$ cat src/smc_pkg.sv
// constants for the sleep mode controller
package smc_pkg;
	// register select codes on the configuration port
	localparam logic [2:0] SEL_MODE = 3'h0;
	localparam logic [2:0] SEL_OPTS = 3'h1;
	localparam logic [2:0] SEL_IDLE = 3'h2;
	localparam logic [2:0] SEL_CYCLE = 3'h3;
	localparam logic [2:0] SEL_UNJOINED = 3'h4;
	// reset values
	localparam logic [7:0] MODE_RST = 8'h00;
	localparam logic [7:0] OPTS_RST = 8'h00;
	localparam logic [15:0] IDLE_RST = 16'h1388;
	localparam logic [15:0] CYCLE_RST = 16'h0000;
	localparam logic [15:0] UNJOINED_RST = 16'h03e8;
	// legal limits
	localparam logic [15:0] IDLE_MIN = 16'h0001;
	localparam logic [15:0] PERIOD_MAX = 16'h68b0;
	localparam logic [15:0] UNJOINED_MIN = 16'h0001;
	localparam logic [7:0] OPTS_MAX = 8'h04;
	// mode codes
	localparam logic [7:0] MODE_NONE = 8'h00;
	localparam logic [7:0] MODE_HIBERNATE = 8'h01;
	localparam logic [7:0] MODE_DOZE = 8'h02;
	localparam logic [7:0] MODE_CYCLIC = 8'h04;
	localparam logic [7:0] MODE_CYCLIC_PIN = 8'h05;
	// option bits
	localparam int OPT_NO_POLL = 0;
	localparam int OPT_NO_SAMPLE = 1;
	// tick timing
	localparam int CLOCK_HZ = 20000000;
	localparam int TICK_MS = 1;
	localparam int TICK_CYCLES = CLOCK_HZ / 1000 * TICK_MS;
	localparam int COARSE_PER_FINE = 10;
	typedef enum logic [3:0] {
		ST_AWAKE = 4'h1,
		ST_WAKEUP = 4'h2,
		ST_SLEEP = 4'h4,
		ST_UNJOINED = 4'h8
	} smc_state_t;
endpackage : smc_pkg

$ cat src/smc_sleep_ctrl.sv
// sleep mode controller: configuration, idle timer, cyclic sleep sequencing
`timescale 1ns/1ns
// Functional notes
// mode accepts 0,1,2,4,5; 3 and others refused; reset 0
// option bit 0 clear: poll coordinator on each cyclic wake
// option bit 1 clear with sampling enabled: one sample on wake
// sleep after idle time in 1 ms units; range 1..0xffff; reset 0x1388
// idle timer acts only in cyclic modes 4 and 5
// host keeps guard time below idle time
// host programs equal idle time on coordinator and end devices
// cyclic sleep lasts period in 10 ms units; 0..0x68b0; reset 0
// host should program equal cyclic period network-wide
// zero period means direct messages, nothing held
// held message discarded after 2.5 times the period
// unjoined device sleeps unjoined period before retry; reset 0x3e8
// any serial or radio byte restarts the idle timer
// after sleep: wake, poll and sample, then idle timer again
module smc_sleep_ctrl (
	// clock and reset
	input wire logic clock,
	input wire logic rstn,
	// configuration port
	input wire logic cfgWrite,
	input wire logic [2:0] cfgSel,
	input wire logic [15:0] cfgData,
	output logic [15:0] cfgReadData,
	output logic cfgRefused,
	// activity and status from the module
	input wire logic dataActivity,
	input wire logic isCoordinator,
	input wire logic assocWanted,
	input wire logic assocFailed,
	input wire logic samplingEnabled,
	input wire logic heldMsgPending,
	// control outputs
	output logic sleeping,
	output logic pollRequest,
	output logic sampleRequest,
	output logic holdIndirect,
	output logic discardHeld
);
	logic rstMeta, rstSync;
	always_ff @(posedge clock or negedge rstn) begin
		if (!rstn) begin
			rstMeta <= 1'b0;
			rstSync <= 1'b0;
		end else begin
			rstMeta <= 1'b1;
			rstSync <= rstMeta;
		end
	end

	function automatic logic isCyclic(input logic [7:0] m);
		isCyclic = (m == smc_pkg::MODE_CYCLIC) || (m == smc_pkg::MODE_CYCLIC_PIN);
	endfunction : isCyclic

	// configuration registers
	logic [7:0] mode_r, mode_nxt, opts_r, opts_nxt;
	logic [15:0] idle_r, idle_nxt, cycle_r, cycle_nxt, unj_r, unj_nxt;
	logic [15:0] rd_r, rd_nxt;
	logic ref_r, ref_nxt;
	always_comb begin
		mode_nxt = mode_r;
		opts_nxt = opts_r;
		idle_nxt = idle_r;
		cycle_nxt = cycle_r;
		unj_nxt = unj_r;
		ref_nxt = 1'b0;
		if (cfgWrite) begin
			case (cfgSel)
				smc_pkg::SEL_MODE: begin
					if (cfgData[15:8] == 8'h00 && (cfgData[7:0] == smc_pkg::MODE_NONE
						|| cfgData[7:0] == smc_pkg::MODE_HIBERNATE || cfgData[7:0] == smc_pkg::MODE_DOZE
						|| isCyclic(cfgData[7:0])))
						mode_nxt = cfgData[7:0];
					else
						ref_nxt = 1'b1;
				end
				smc_pkg::SEL_OPTS: begin
					if (cfgData <= {8'h00, smc_pkg::OPTS_MAX})
						opts_nxt = cfgData[7:0];
					else
						ref_nxt = 1'b1;
				end
				smc_pkg::SEL_IDLE: begin
					if (cfgData >= smc_pkg::IDLE_MIN)
						idle_nxt = cfgData;
					else
						ref_nxt = 1'b1;
				end
				smc_pkg::SEL_CYCLE: begin
					if (cfgData <= smc_pkg::PERIOD_MAX)
						cycle_nxt = cfgData;
					else
						ref_nxt = 1'b1;
				end
				smc_pkg::SEL_UNJOINED: begin
					if (cfgData >= smc_pkg::UNJOINED_MIN && cfgData <= smc_pkg::PERIOD_MAX)
						unj_nxt = cfgData;
					else
						ref_nxt = 1'b1;
				end
				default: ref_nxt = 1'b1;
			endcase
		end
		case (cfgSel)
			smc_pkg::SEL_MODE: rd_nxt = {8'h00, mode_r};
			smc_pkg::SEL_OPTS: rd_nxt = {8'h00, opts_r};
			smc_pkg::SEL_IDLE: rd_nxt = idle_r;
			smc_pkg::SEL_CYCLE: rd_nxt = cycle_r;
			smc_pkg::SEL_UNJOINED: rd_nxt = unj_r;
			default: rd_nxt = 16'h0000;
		endcase
	end
	always_ff @(posedge clock or negedge rstSync) begin
		if (!rstSync) begin
			mode_r <= smc_pkg::MODE_RST;
			opts_r <= smc_pkg::OPTS_RST;
			idle_r <= smc_pkg::IDLE_RST;
			cycle_r <= smc_pkg::CYCLE_RST;
			unj_r <= smc_pkg::UNJOINED_RST;
			rd_r <= 16'h0000;
			ref_r <= 1'b0;
		end else begin
			mode_r <= mode_nxt;
			opts_r <= opts_nxt;
			idle_r <= idle_nxt;
			cycle_r <= cycle_nxt;
			unj_r <= unj_nxt;
			rd_r <= rd_nxt;
			ref_r <= ref_nxt;
		end
	end
	assign cfgReadData = rd_r;
	assign cfgRefused = ref_r;

	// 1 ms and 10 ms tick dividers
	logic [14:0] div_r, div_nxt;
	logic [3:0] dec_r, dec_nxt;
	logic msTick, tenTick;
	always_comb begin
		msTick = (div_r == 15'(smc_pkg::TICK_CYCLES - 1));
		tenTick = msTick && (dec_r == 4'(smc_pkg::COARSE_PER_FINE - 1));
		div_nxt = msTick ? 15'h0000 : div_r + 15'h0001;
		dec_nxt = dec_r;
		if (msTick)
			dec_nxt = tenTick ? 4'h0 : dec_r + 4'h1;
	end
	always_ff @(posedge clock or negedge rstSync) begin
		if (!rstSync) begin
			div_r <= 15'h0000;
			dec_r <= 4'h0;
		end else begin
			div_r <= div_nxt;
			dec_r <= dec_nxt;
		end
	end

	// sequencer
	smc_pkg::smc_state_t st_r, st_nxt;
	logic [15:0] idleCnt_r, idleCnt_nxt, slpCnt_r, slpCnt_nxt;
	logic [17:0] holdCnt_r, holdCnt_nxt;
	logic slp_r, slp_nxt, poll_r, poll_nxt, samp_r, samp_nxt, hold_r, hold_nxt, disc_r, disc_nxt;
	logic cyc;
	always_comb begin
		cyc = isCyclic(mode_r) && !isCoordinator;
		st_nxt = st_r;
		idleCnt_nxt = idleCnt_r;
		slpCnt_nxt = slpCnt_r;
		poll_nxt = 1'b0;
		samp_nxt = 1'b0;
		case (st_r)
			smc_pkg::ST_AWAKE: begin
				if (!cyc || dataActivity)
					idleCnt_nxt = idle_r;
				else if (msTick) begin
					if (idleCnt_r <= 16'h0001) begin
						st_nxt = (assocWanted && assocFailed) ? smc_pkg::ST_UNJOINED : smc_pkg::ST_SLEEP;
						slpCnt_nxt = (assocWanted && assocFailed) ? unj_r : cycle_r;
					end else
						idleCnt_nxt = idleCnt_r - 16'h0001;
				end
			end
			smc_pkg::ST_SLEEP, smc_pkg::ST_UNJOINED: begin
				if (!cyc)
					st_nxt = smc_pkg::ST_AWAKE;
				else if (slpCnt_r == 16'h0000)
					st_nxt = smc_pkg::ST_WAKEUP;
				else if (tenTick)
					slpCnt_nxt = slpCnt_r - 16'h0001;
			end
			smc_pkg::ST_WAKEUP: begin
				poll_nxt = (st_r == smc_pkg::ST_WAKEUP) && !opts_r[smc_pkg::OPT_NO_POLL];
				samp_nxt = samplingEnabled && !opts_r[smc_pkg::OPT_NO_SAMPLE];
				idleCnt_nxt = idle_r;
				st_nxt = smc_pkg::ST_AWAKE;
			end
			default: st_nxt = smc_pkg::ST_AWAKE;
		endcase
		slp_nxt = (st_nxt == smc_pkg::ST_SLEEP) || (st_nxt == smc_pkg::ST_UNJOINED);
		// coordinator holding of indirect messages, 10 ms units doubled
		hold_nxt = isCoordinator && (cycle_r != 16'h0000);
		disc_nxt = 1'b0;
		holdCnt_nxt = holdCnt_r;
		if (!hold_nxt || !heldMsgPending)
			holdCnt_nxt = 18'h00000;
		else if (tenTick) begin
			// count 10 ms ticks: 2.5 x period = 5 half-steps of period/2, i.e. 2*cnt >= 5*period
			if ({holdCnt_r, 1'b0} >= 19'({cycle_r, 2'b00} + {3'b000, cycle_r})) begin
				disc_nxt = 1'b1;
				holdCnt_nxt = 18'h00000;
			end else
				holdCnt_nxt = holdCnt_r + 18'h00001;
		end
	end
	always_ff @(posedge clock or negedge rstSync) begin
		if (!rstSync) begin
			st_r <= smc_pkg::ST_AWAKE;
			idleCnt_r <= smc_pkg::IDLE_RST;
			slpCnt_r <= 16'h0000;
			holdCnt_r <= 18'h00000;
			slp_r <= 1'b0;
			poll_r <= 1'b0;
			samp_r <= 1'b0;
			hold_r <= 1'b0;
			disc_r <= 1'b0;
		end else begin
			st_r <= st_nxt;
			idleCnt_r <= idleCnt_nxt;
			slpCnt_r <= slpCnt_nxt;
			holdCnt_r <= holdCnt_nxt;
			slp_r <= slp_nxt;
			poll_r <= poll_nxt;
			samp_r <= samp_nxt;
			hold_r <= hold_nxt;
			disc_r <= disc_nxt;
		end
	end
	assign sleeping = slp_r;
	assign pollRequest = poll_r;
	assign sampleRequest = samp_r;
	assign holdIndirect = hold_r;
	assign discardHeld = disc_r;

	a_mode_legal: assert property (@(posedge clock) disable iff (!rstSync)
		mode_r != 8'h03 && mode_r <= smc_pkg::MODE_CYCLIC_PIN) else $error("illegal mode held");
	a_poll_gate: assert property (@(posedge clock) disable iff (!rstSync)
		pollRequest |-> !$past(opts_r[0]) && $past(st_r) == smc_pkg::ST_WAKEUP) else $error("poll not allowed");
	a_sample_gate: assert property (@(posedge clock) disable iff (!rstSync)
		sampleRequest |-> !$past(opts_r[1]) && $past(samplingEnabled)) else $error("sample not allowed");
	a_idle_range: assert property (@(posedge clock) disable iff (!rstSync)
		idle_r != 16'h0000) else $error("idle time zero");
	a_noncyclic_awake: assert property (@(posedge clock) disable iff (!rstSync)
		!isCyclic(mode_r) |=> !slp_r [*2]) else $error("slept outside cyclic mode");
	a_period_range: assert property (@(posedge clock) disable iff (!rstSync)
		cycle_r <= smc_pkg::PERIOD_MAX && unj_r <= smc_pkg::PERIOD_MAX) else $error("period out of range");
	a_direct_zero: assert property (@(posedge clock) disable iff (!rstSync)
		cycle_r == 16'h0000 |=> !holdIndirect) else $error("held with zero period");
	a_activity_restart: assert property (@(posedge clock) disable iff (!rstSync)
		(dataActivity && st_r == smc_pkg::ST_AWAKE) |=> idleCnt_r == $past(idle_r)) else $error("idle not restarted");
	a_wake_then_awake: assert property (@(posedge clock) disable iff (!rstSync)
		st_r == smc_pkg::ST_WAKEUP |=> st_r == smc_pkg::ST_AWAKE && idleCnt_r == $past(idle_r))
		else $error("wake sequence broken");
endmodule : smc_sleep_ctrl

$ cat config.mk
export PLATFORM = sky130hd
export DESIGN_NAME = smc_sleep_ctrl
export DESIGN_NICKNAME = d
export VERILOG_FILES = /design/src/smc_pkg.sv /design/src/smc_sleep_ctrl.sv
export SDC_FILE = /design/constraint.sdc
export NUM_CORES = 1
export LEC_CHECK = 0
export CORE_MARGIN = 5
export CORE_UTILIZATION = 36
export CTS_CLUSTER_SIZE = 12
export DETAILED_ROUTE_END_ITERATION = 8
export DONT_BUFFER_PORTS = 1
export SLEW_MARGIN = 20
export SYNTH_ARGS = -nofsm -noshare
export SYNTH_HDL_FRONTEND = slang
export SYNTH_SLANG_ARGS = --single-unit
$ cat constraint.sdc
create_clock -name clock -period 12.6 [get_ports clock]
set_input_delay 1.26 -clock clock [delete_from_list [all_inputs] [get_ports clock]]
set_output_delay 1.26 -clock clock [all_outputs]
set_load 0.03 [all_outputs]
==> flow_metrics.py, run 1 <==
metrics = {
    "placement": {
        "place_inst": 1215,
        "gp_congestion": 0.866,
        "port_buffers": 0,
        "hpwl_um": 17600,
    },
    "synth": {
        "synth.cell_area_mm2": 0.00929,
        "yosys.area.top_type": "dfrtp_1",
        "yosysSeqAreaShare": 0.436,
        "postSynthAreaPerCell_um2": 10.1,
        "ys_async_sr_fraction": 1.00,
        "yosysUniqueCellTypes": 80,
        "synth_edf_count": 0,
        "yosysMostFrequentCell": "dfrtp_1",
        "synthCells": 923,
        "ys_ff_latch": 161,
        "ys_top_cells_by_area": "dfrtp_1 (39%), mux2_2 (5.5%), ha_1 (5.3%)",
        "ys.flop_type": "dfrtp_1",
        "yosysWarnings": 0,
        "yosys-top-cells-count": "dfrtp_1 (144), o21ai_0 (72), nor2_1 (67), nand2_1 (63), a21oi_1 (49)",
        "syn_nets": 991,
        "synth_top_cell_area_share": 0.388,
    },
    "global_routing": {
        "grt_max_degree": 84,
        "grtUsageMet2": 0.264,
        "met3_usage": 0.0319,
        "grt_pass1_vias": 6862,
        "grtUsageTotal": 0.172,
        "antenna_found_initial": 0,
        "grt_pass1_wl_um": 39400,
        "grt_overflow": 0,
        "grt-busiest-layer": "met2",
        "grtUsageMet1": 0.244,
    },
    "floorplanning": {
        "die_h_um": 171,
        "num_rows": 58,
        "ios": 50,
        "core_area_mm2": 0.0253,
        "die-area_mm2": 0.0291,
        "start_util": 0.367,
        "die_x_um": 171,
    },
    "critical_path": {
        "r2r_slack_ns": 8.43,
        "start_kind": "flip-flop",
        "path_depth": 14,
        "cp_num_buf_inv": 0,
        "worstSetupPathType": "flip-flop to flip-flop",
        "r2r-end": "holdCnt_r[5]",
        "cp_data_required_time_ns": 12.91,
        "crit_path_top_delay_cell": "o21ai_1",
        "cp_max_fo": 8,
        "crit_end": "holdCnt_r[5]",
        "crit_path_start": "cycle_r[0]",
        "reg2reg_from": "cycle_r[0]",
        "cp.arrival_ns": 4.48,
        "reg2reg_depth": 14,
        "cp_top_family": "compound AO/OA/AOI/OAI gates",
        "worstPathCellList": "ha_1 > fa_1 > a211oi_1 > o21ai_0 > a21o_1 > a31oi_1 > mux2i_1 > nor2_1 > ha_1 > and3_1 > o2111ai_1 > o21ai_1 > and2_1 > nor2_1",
        "max_stage_delay_ns": 0.49,
        "endpoint_kind": "flip-flop",
    },
    "sta": {
        "skew_ns": 0.0102,
        "finalSetupViolCount": 0,
        "period_share": 0.331,
        "setup_tns_ns": 0,
        "max_freq_mhz": 240,
        "hold_viol": 0,
        "relSlewSlack": 0.344,
        "worst_pin_slew_ns": 0.984,
        "holdWs_ns": 0.339,
        "final-max-slew-violation-count": 0,
        "rsz0062_at_grt": "no",
        "fin_crit_ns": 4.17,
    },
    "detailed_routing": {
        "first_iter_violations": 764,
        "routedWlPerCell_um": 19.6,
        "drt_first_pass_iters": 5,
        "drt_wl_total_um": 24500,
        "drt.antenna.violating_nets": 0,
        "avgViaCountPerCell": 5.73,
        "vias": 7155,
        "post-route-drc-count": 0,
    },
    "power_and_ir_drop": {
        "power_frac_seq": 0.426,
        "vdd_drop_max_v": 0.000105,
        "p_clk_frac": 0.365,
        "p_leak_uw": 0.00436,
        "power.switching_uw": 479,
        "sw_frac_of_total": 0.309,
        "intPower_uw": 1070,
        "powerDensity_mw_per_mm2": 152,
        "p_total_uw": 1550,
        "combPwrFrac": 0.208,
    },
    "worst_hold_path": {
        "hp-class": "flip-flop to asynchronous set/reset pin",
    },
    "job": {
        "drv_cap": 0,
    },
    "clocking": {
        "clk_latency_ns": 0.43,
        "cts_setup_buffers": 0,
        "cts_max_level": 4,
        "cts_tree": "built",
        "clock-sinks": 161,
        "cts_root_buf": "clkbuf_16",
        "cts_hold_buf": 0,
        "cts_buffer_depth": 2,
        "cts_resized": 0,
        "cts_made_buffers": 17,
        "clk_pin_slew_worst_paths_ns": 0.07,
    },
    "layout": {
        "synthToLayoutAreaGrowth_pct": 9.55,
        "antenna_cells": 0,
        "instances_no_fill": 1248,
        "layout-drive-gt1-share": 0.150,
        "fin_util": 0.402,
        "nets": 973,
    },
    "run_status": {
        "status": "complete, no violations",
    },
}
## area by class of cell
type / instances / area, µm²
fillers: 2398 / 15200
multi-input cells: 702 / 4960
flip-flops and latches: 161 / 4050
clock buffers: 19 / 433
well taps: 330 / 413
clock inverters: 13 / 200
inverters: 19 / 73.8
repair buffers: 4 / 42.5
## worst min path at each step
stage | depth (start not counted) | end | slack (ns)
6_report | 0 | idleCnt_r[13] | 0.34
5_1_grt | 0 | rstSync | 0.38
4_1_cts | 0 | rstSync | 0.35
3_5_place_dp | 0 | rstSync | 0.34
3_3_place_gp | 0 | rstSync | 0.33
2_1_floorplan | 0 | rstSync | 0.33
## metrics by stage
stage	instance area, µm²	setup slack (ns)
6_report	10200	8.43
3_5_place_dp	9510	8.46
4_1_cts	10100	8.45
2_1_floorplan	9290	7.81
5_1_grt	10200	8.11
3_3_place_gp	9510	8.52
## state kept, by name, summed over array words and instances, names as in the netlist
signal / cells
cfgRefused: 1
pollRequest: 1
div_r: 15
idle_r: 16
rstSync: 1
unj_r: 16
slpCnt_r: 16
st_r: 4
sleeping: 1
cfgReadData: 16
holdIndirect: 1
holdCnt_r: 18
idleCnt_r: 16
rstMeta: 1
cycle_r: 16
mode_r: 8
sampleRequest: 1
opts_r: 8
dec_r: 4
discardHeld: 1
## placed cells by master, fill, tap and decap left out, drive strengths merged, types with 5 or more instances in the layout
cell type,synthesis,layout
a211oi,10,10
a21o,14,14
a21oi,49,49
a22oi,19,19
a31oi,11,11
and2,6,6
and3,13,13
and4,7,7
clkbuf,21,19
dfrtp,144,144
dfstp,17,17
ha,39,39
inv,19,24
mux2,63,63
mux2i,17,17
nand2,63,63
nand3,35,35
nand4,16,16
nor2,67,67
nor2b,17,17
nor3,29,29
nor3b,5,5
nor4,20,20
o21a,6,6
o21ai,78,78
o22a,9,9
o22ai,12,12
o31ai,6,6
xnor2,18,18
xor2,17,17
## power by group through the flow
stage	Clock [µW]	Sequential, µW	Combinational [µW]
floorplan	0	643	261
global placement	0	670	315
detailed placement	0	672	319
CTS	577	663	321
global route	599	668	366
finish	566	661	323
## layer usage
| layer | up-vias | share of wire |
|---|---|---|
| met5 | - | 0 |
| met4 | 0 | 0.023 |
| met3 | 33 | 0.046 |
| met2 | 203 | 0.46 |
| met1 | 3522 | 0.47 |
| li1 | 3397 | - |
## logic make-up (layout without fill, tap and decap cells)
group,after synthesis,after routing,share of synthesized area
AND/OR/NAND/NOR,300,300,0.173
flip-flops,161,161,0.436
AO/OA/AOI/OAI,246,246,0.170
XOR/XNOR,35,35,0.0330
multiplexers,80,80,0.102
buffers and inverters,60,55,0.0313
other,1,1,0.000404
adder cells (fa/ha/maj),40,40,0.0547
Power figures use the tool's default switching activity.
==> run 2: changes to the inputs <==
==> constraint.sdc (replaced) <==
create_clock -name clock -period 3.7 [get_ports clock]
set_input_delay 0.37 -clock clock [delete_from_list [all_inputs] [get_ports clock]]
set_output_delay 0.37 -clock clock [all_outputs]
set_load 0.03 [all_outputs]
==> flow_metrics.py, run 2 (synthesis gave the netlist of run 1 again) <==
metrics = {
    "critical_path": {
        "r2r-end": "holdCnt_r[6]",
        "reg2reg_from": "cycle_r[0]",
        "cp_top_family": "compound AO/OA/AOI/OAI gates",
        "worstSetupPathType": "flip-flop to flip-flop",
        "reg2reg_depth": 16,
        "crit_path_start": "cycle_r[0]",
        "r2r_slack_ns": 0.15,
        "cp_max_fo": 6,
        "cp_num_buf_inv": 4,
        "endpoint_kind": "flip-flop",
        "start_kind": "flip-flop",
        "max_stage_delay_ns": 0.38,
        "crit_path_top_delay_cell": "dfrtp_1",
        "cp.arrival_ns": 3.89,
        "cp_data_required_time_ns": 4.04,
        "crit_path_frequent_cell": "buf_4",
        "worstPathCellList": "ha_1 > fa_2 > a211oi_2 > o21ai_1 > a21o_1 > buf_4 > xnor2_1 > ha_1 > a21oi_1 > o21ai_2 > nor4_2 > buf_4 > o211ai_1 > buf_4 > buf_4 > o31ai_2",
    },
    "layout": {
        "largest_register": "holdCnt_r",
        "final_common_cell": "dfrtp_1",
        "nets": 1001,
        "synthToLayoutAreaGrowth_pct": 12.4,
        "layout_common_cells": "dfrtp_1 (143), nor2_1 (67), o21ai_0 (66), nand2_1 (63), a21oi_1 (48)",
        "layout-drive-gt1-share": 0.190,
        "largest_register_ffs": 18,
        "antenna_cells": 0,
        "instances_no_fill": 1276,
    },
    "sta": {
        "finalSetupViolCount": 0,
        "fin_crit_ns": 3.55,
        "period_share": 0.961,
        "final-max-slew-violation-count": 0,
        "skew_ns": 0.0134,
        "max_freq_mhz": 281,
        "rsz0062_at_grt": "yes",
        "relSlewSlack": 0.367,
        "hold_viol": 0,
        "worst_pin_slew_ns": 0.937,
    },
    "global_routing": {
        "grtUsageTotal": 0.172,
        "grt_max_degree": 62,
        "grt_pass1_vias": 6987,
        "antenna_found_initial": 0,
        "grt_overflow": 0,
        "grt_pass1_wl_um": 39700,
    },
    "placement": {
        "port_buffers": 0,
        "place_inst": 1241,
        "gp_congestion": 0.888,
        "hpwl_um": 18100,
    },
    "floorplanning": {
        "num_rows": 58,
        "core_area_mm2": 0.0253,
        "die-area_mm2": 0.0291,
        "die_h_um": 171,
        "die_x_um": 171,
        "ios": 50,
        "start_util": 0.367,
    },
    "detailed_routing": {
        "drt_wl_total_um": 25100,
        "first_iter_violations": 630,
        "routedWlPerCell_um": 19.6,
        "avgViaCountPerCell": 5.73,
        "vias": 7314,
        "drt.antenna.violating_nets": 0,
        "post-route-drc-count": 0,
        "drt_first_pass_iters": 5,
    },
    "clocking": {
        "clock-sinks": 161,
        "cts_tree": "built",
        "cts_max_level": 4,
        "cts_root_buf": "clkbuf_16",
        "clk_pin_slew_worst_paths_ns": 0.07,
        "cts_buffer_depth": 2,
        "cts_made_buffers": 17,
        "clk_latency_ns": 0.43,
    },
    "worst_hold_path": {
        "hp-class": "primary input to flip-flop",
        "min_from": "cfgSel[2]",
        "holdPathStages": 1,
        "holdPathEnd": "cfgReadData[6]",
    },
    "run_status": {
        "status": "complete, no violations",
    },
    "power_and_ir_drop": {
        "p_total_uw": 5360,
        "vdd_drop_max_v": 0.000441,
        "p_leak_uw": 0.00450,
        "powerDensity_mw_per_mm2": 514,
    },
    "job": {
        "drv_cap": 0,
    },
}
run 2: cell count changes in the layout (fill, tap and decap cells not counted), moves of 2 or more:
cell	delta
o21ai_1	+4
a211oi_1	-3
inv_6	+3
o21ai_2	+2
clkbuf_1	-2
buf_4	+27
a211oi_2	+3
o21ai_0	-6
run 2: what timing repair did:
| item | in CTS | in global routing |
|---|---|---|
| endpoints found under the setup margin | 17 | 18 |
| hold buffers | 1 | 0 |
| gates resized for setup | 6 | 16 |
| setup buffers | 1 | 1 |
| endpoints found under the hold margin | 2 | 0 |
| pin swaps | 2 | 5 |
| gates cloned | 0 | 0 |
run 2: how the worst max path moves through the flow:
stage	endpoint	slack, ns	cells after the start
4_1_cts	holdCnt_r[15]	0.02	14
3_5_place_dp	holdCnt_r[4]	-0.14	14
5_1_grt	holdCnt_r[6]	-0.02	16
2_1_floorplan	holdCnt_r[12]	0.04	15
6_report	holdCnt_r[6]	0.15	16
3_3_place_gp	holdCnt_r[2]	-0.11	14
run 2: per-layer routing:
metal / GRT usage / routed length [µm] / up-vias / share of wire
met4: 0.0493 / 355 / 0 / 0.014
li1: - / - / 3452 / -
met3: 0.0266 / 1200 / 24 / 0.048
met5: 0 / 0 / - / 0
met2: 0.281 / 12100 / 148 / 0.48
met1: 0.239 / 11400 / 3690 / 0.46
run 2: final cells by class:
cell class / count / area [µm²]
tap: 330 / 413
multi-input combinational: 702 / 5030
timing repair buffer: 32 / 255
clock inverter: 15 / 193
sequential: 161 / 4050
inverter: 19 / 73.8
clock buffer: 17 / 425
fill: 2387 / 14900
run 2: metrics by stage:
| stage | worst slack (ns) | hold slack, ns | TNS [ns] | utilization | cell area [µm²] |
|---|---|---|---|---|---|
| floorplan | 0.0358 | 0.0744 | 0 | - | 9290 |
| global placement | -0.107 | 0.0745 | -0.991 | 0.384 | 9720 |
| detailed placement | -0.141 | 0.0745 | -1.77 | 0.384 | 9720 |
| CTS | 0.0160 | 0.00407 | 0 | 0.410 | 10400 |
| global route | -0.0165 | 0.00597 | -0.0165 | 0.412 | 10400 |
| finish | 0.146 | 0.0232 | 0 | 0.412 | 10400 |
run 2: report_power, final:
| group | internal (µW) | switching, µW | total [µW] |
|---|---|---|---|
| registers | 1970 | 251 | 2220 |
| logic | 612 | 645 | 1260 |
| clock network | 1080 | 804 | 1890 |
| total | 3660 | 1700 | 5360 |
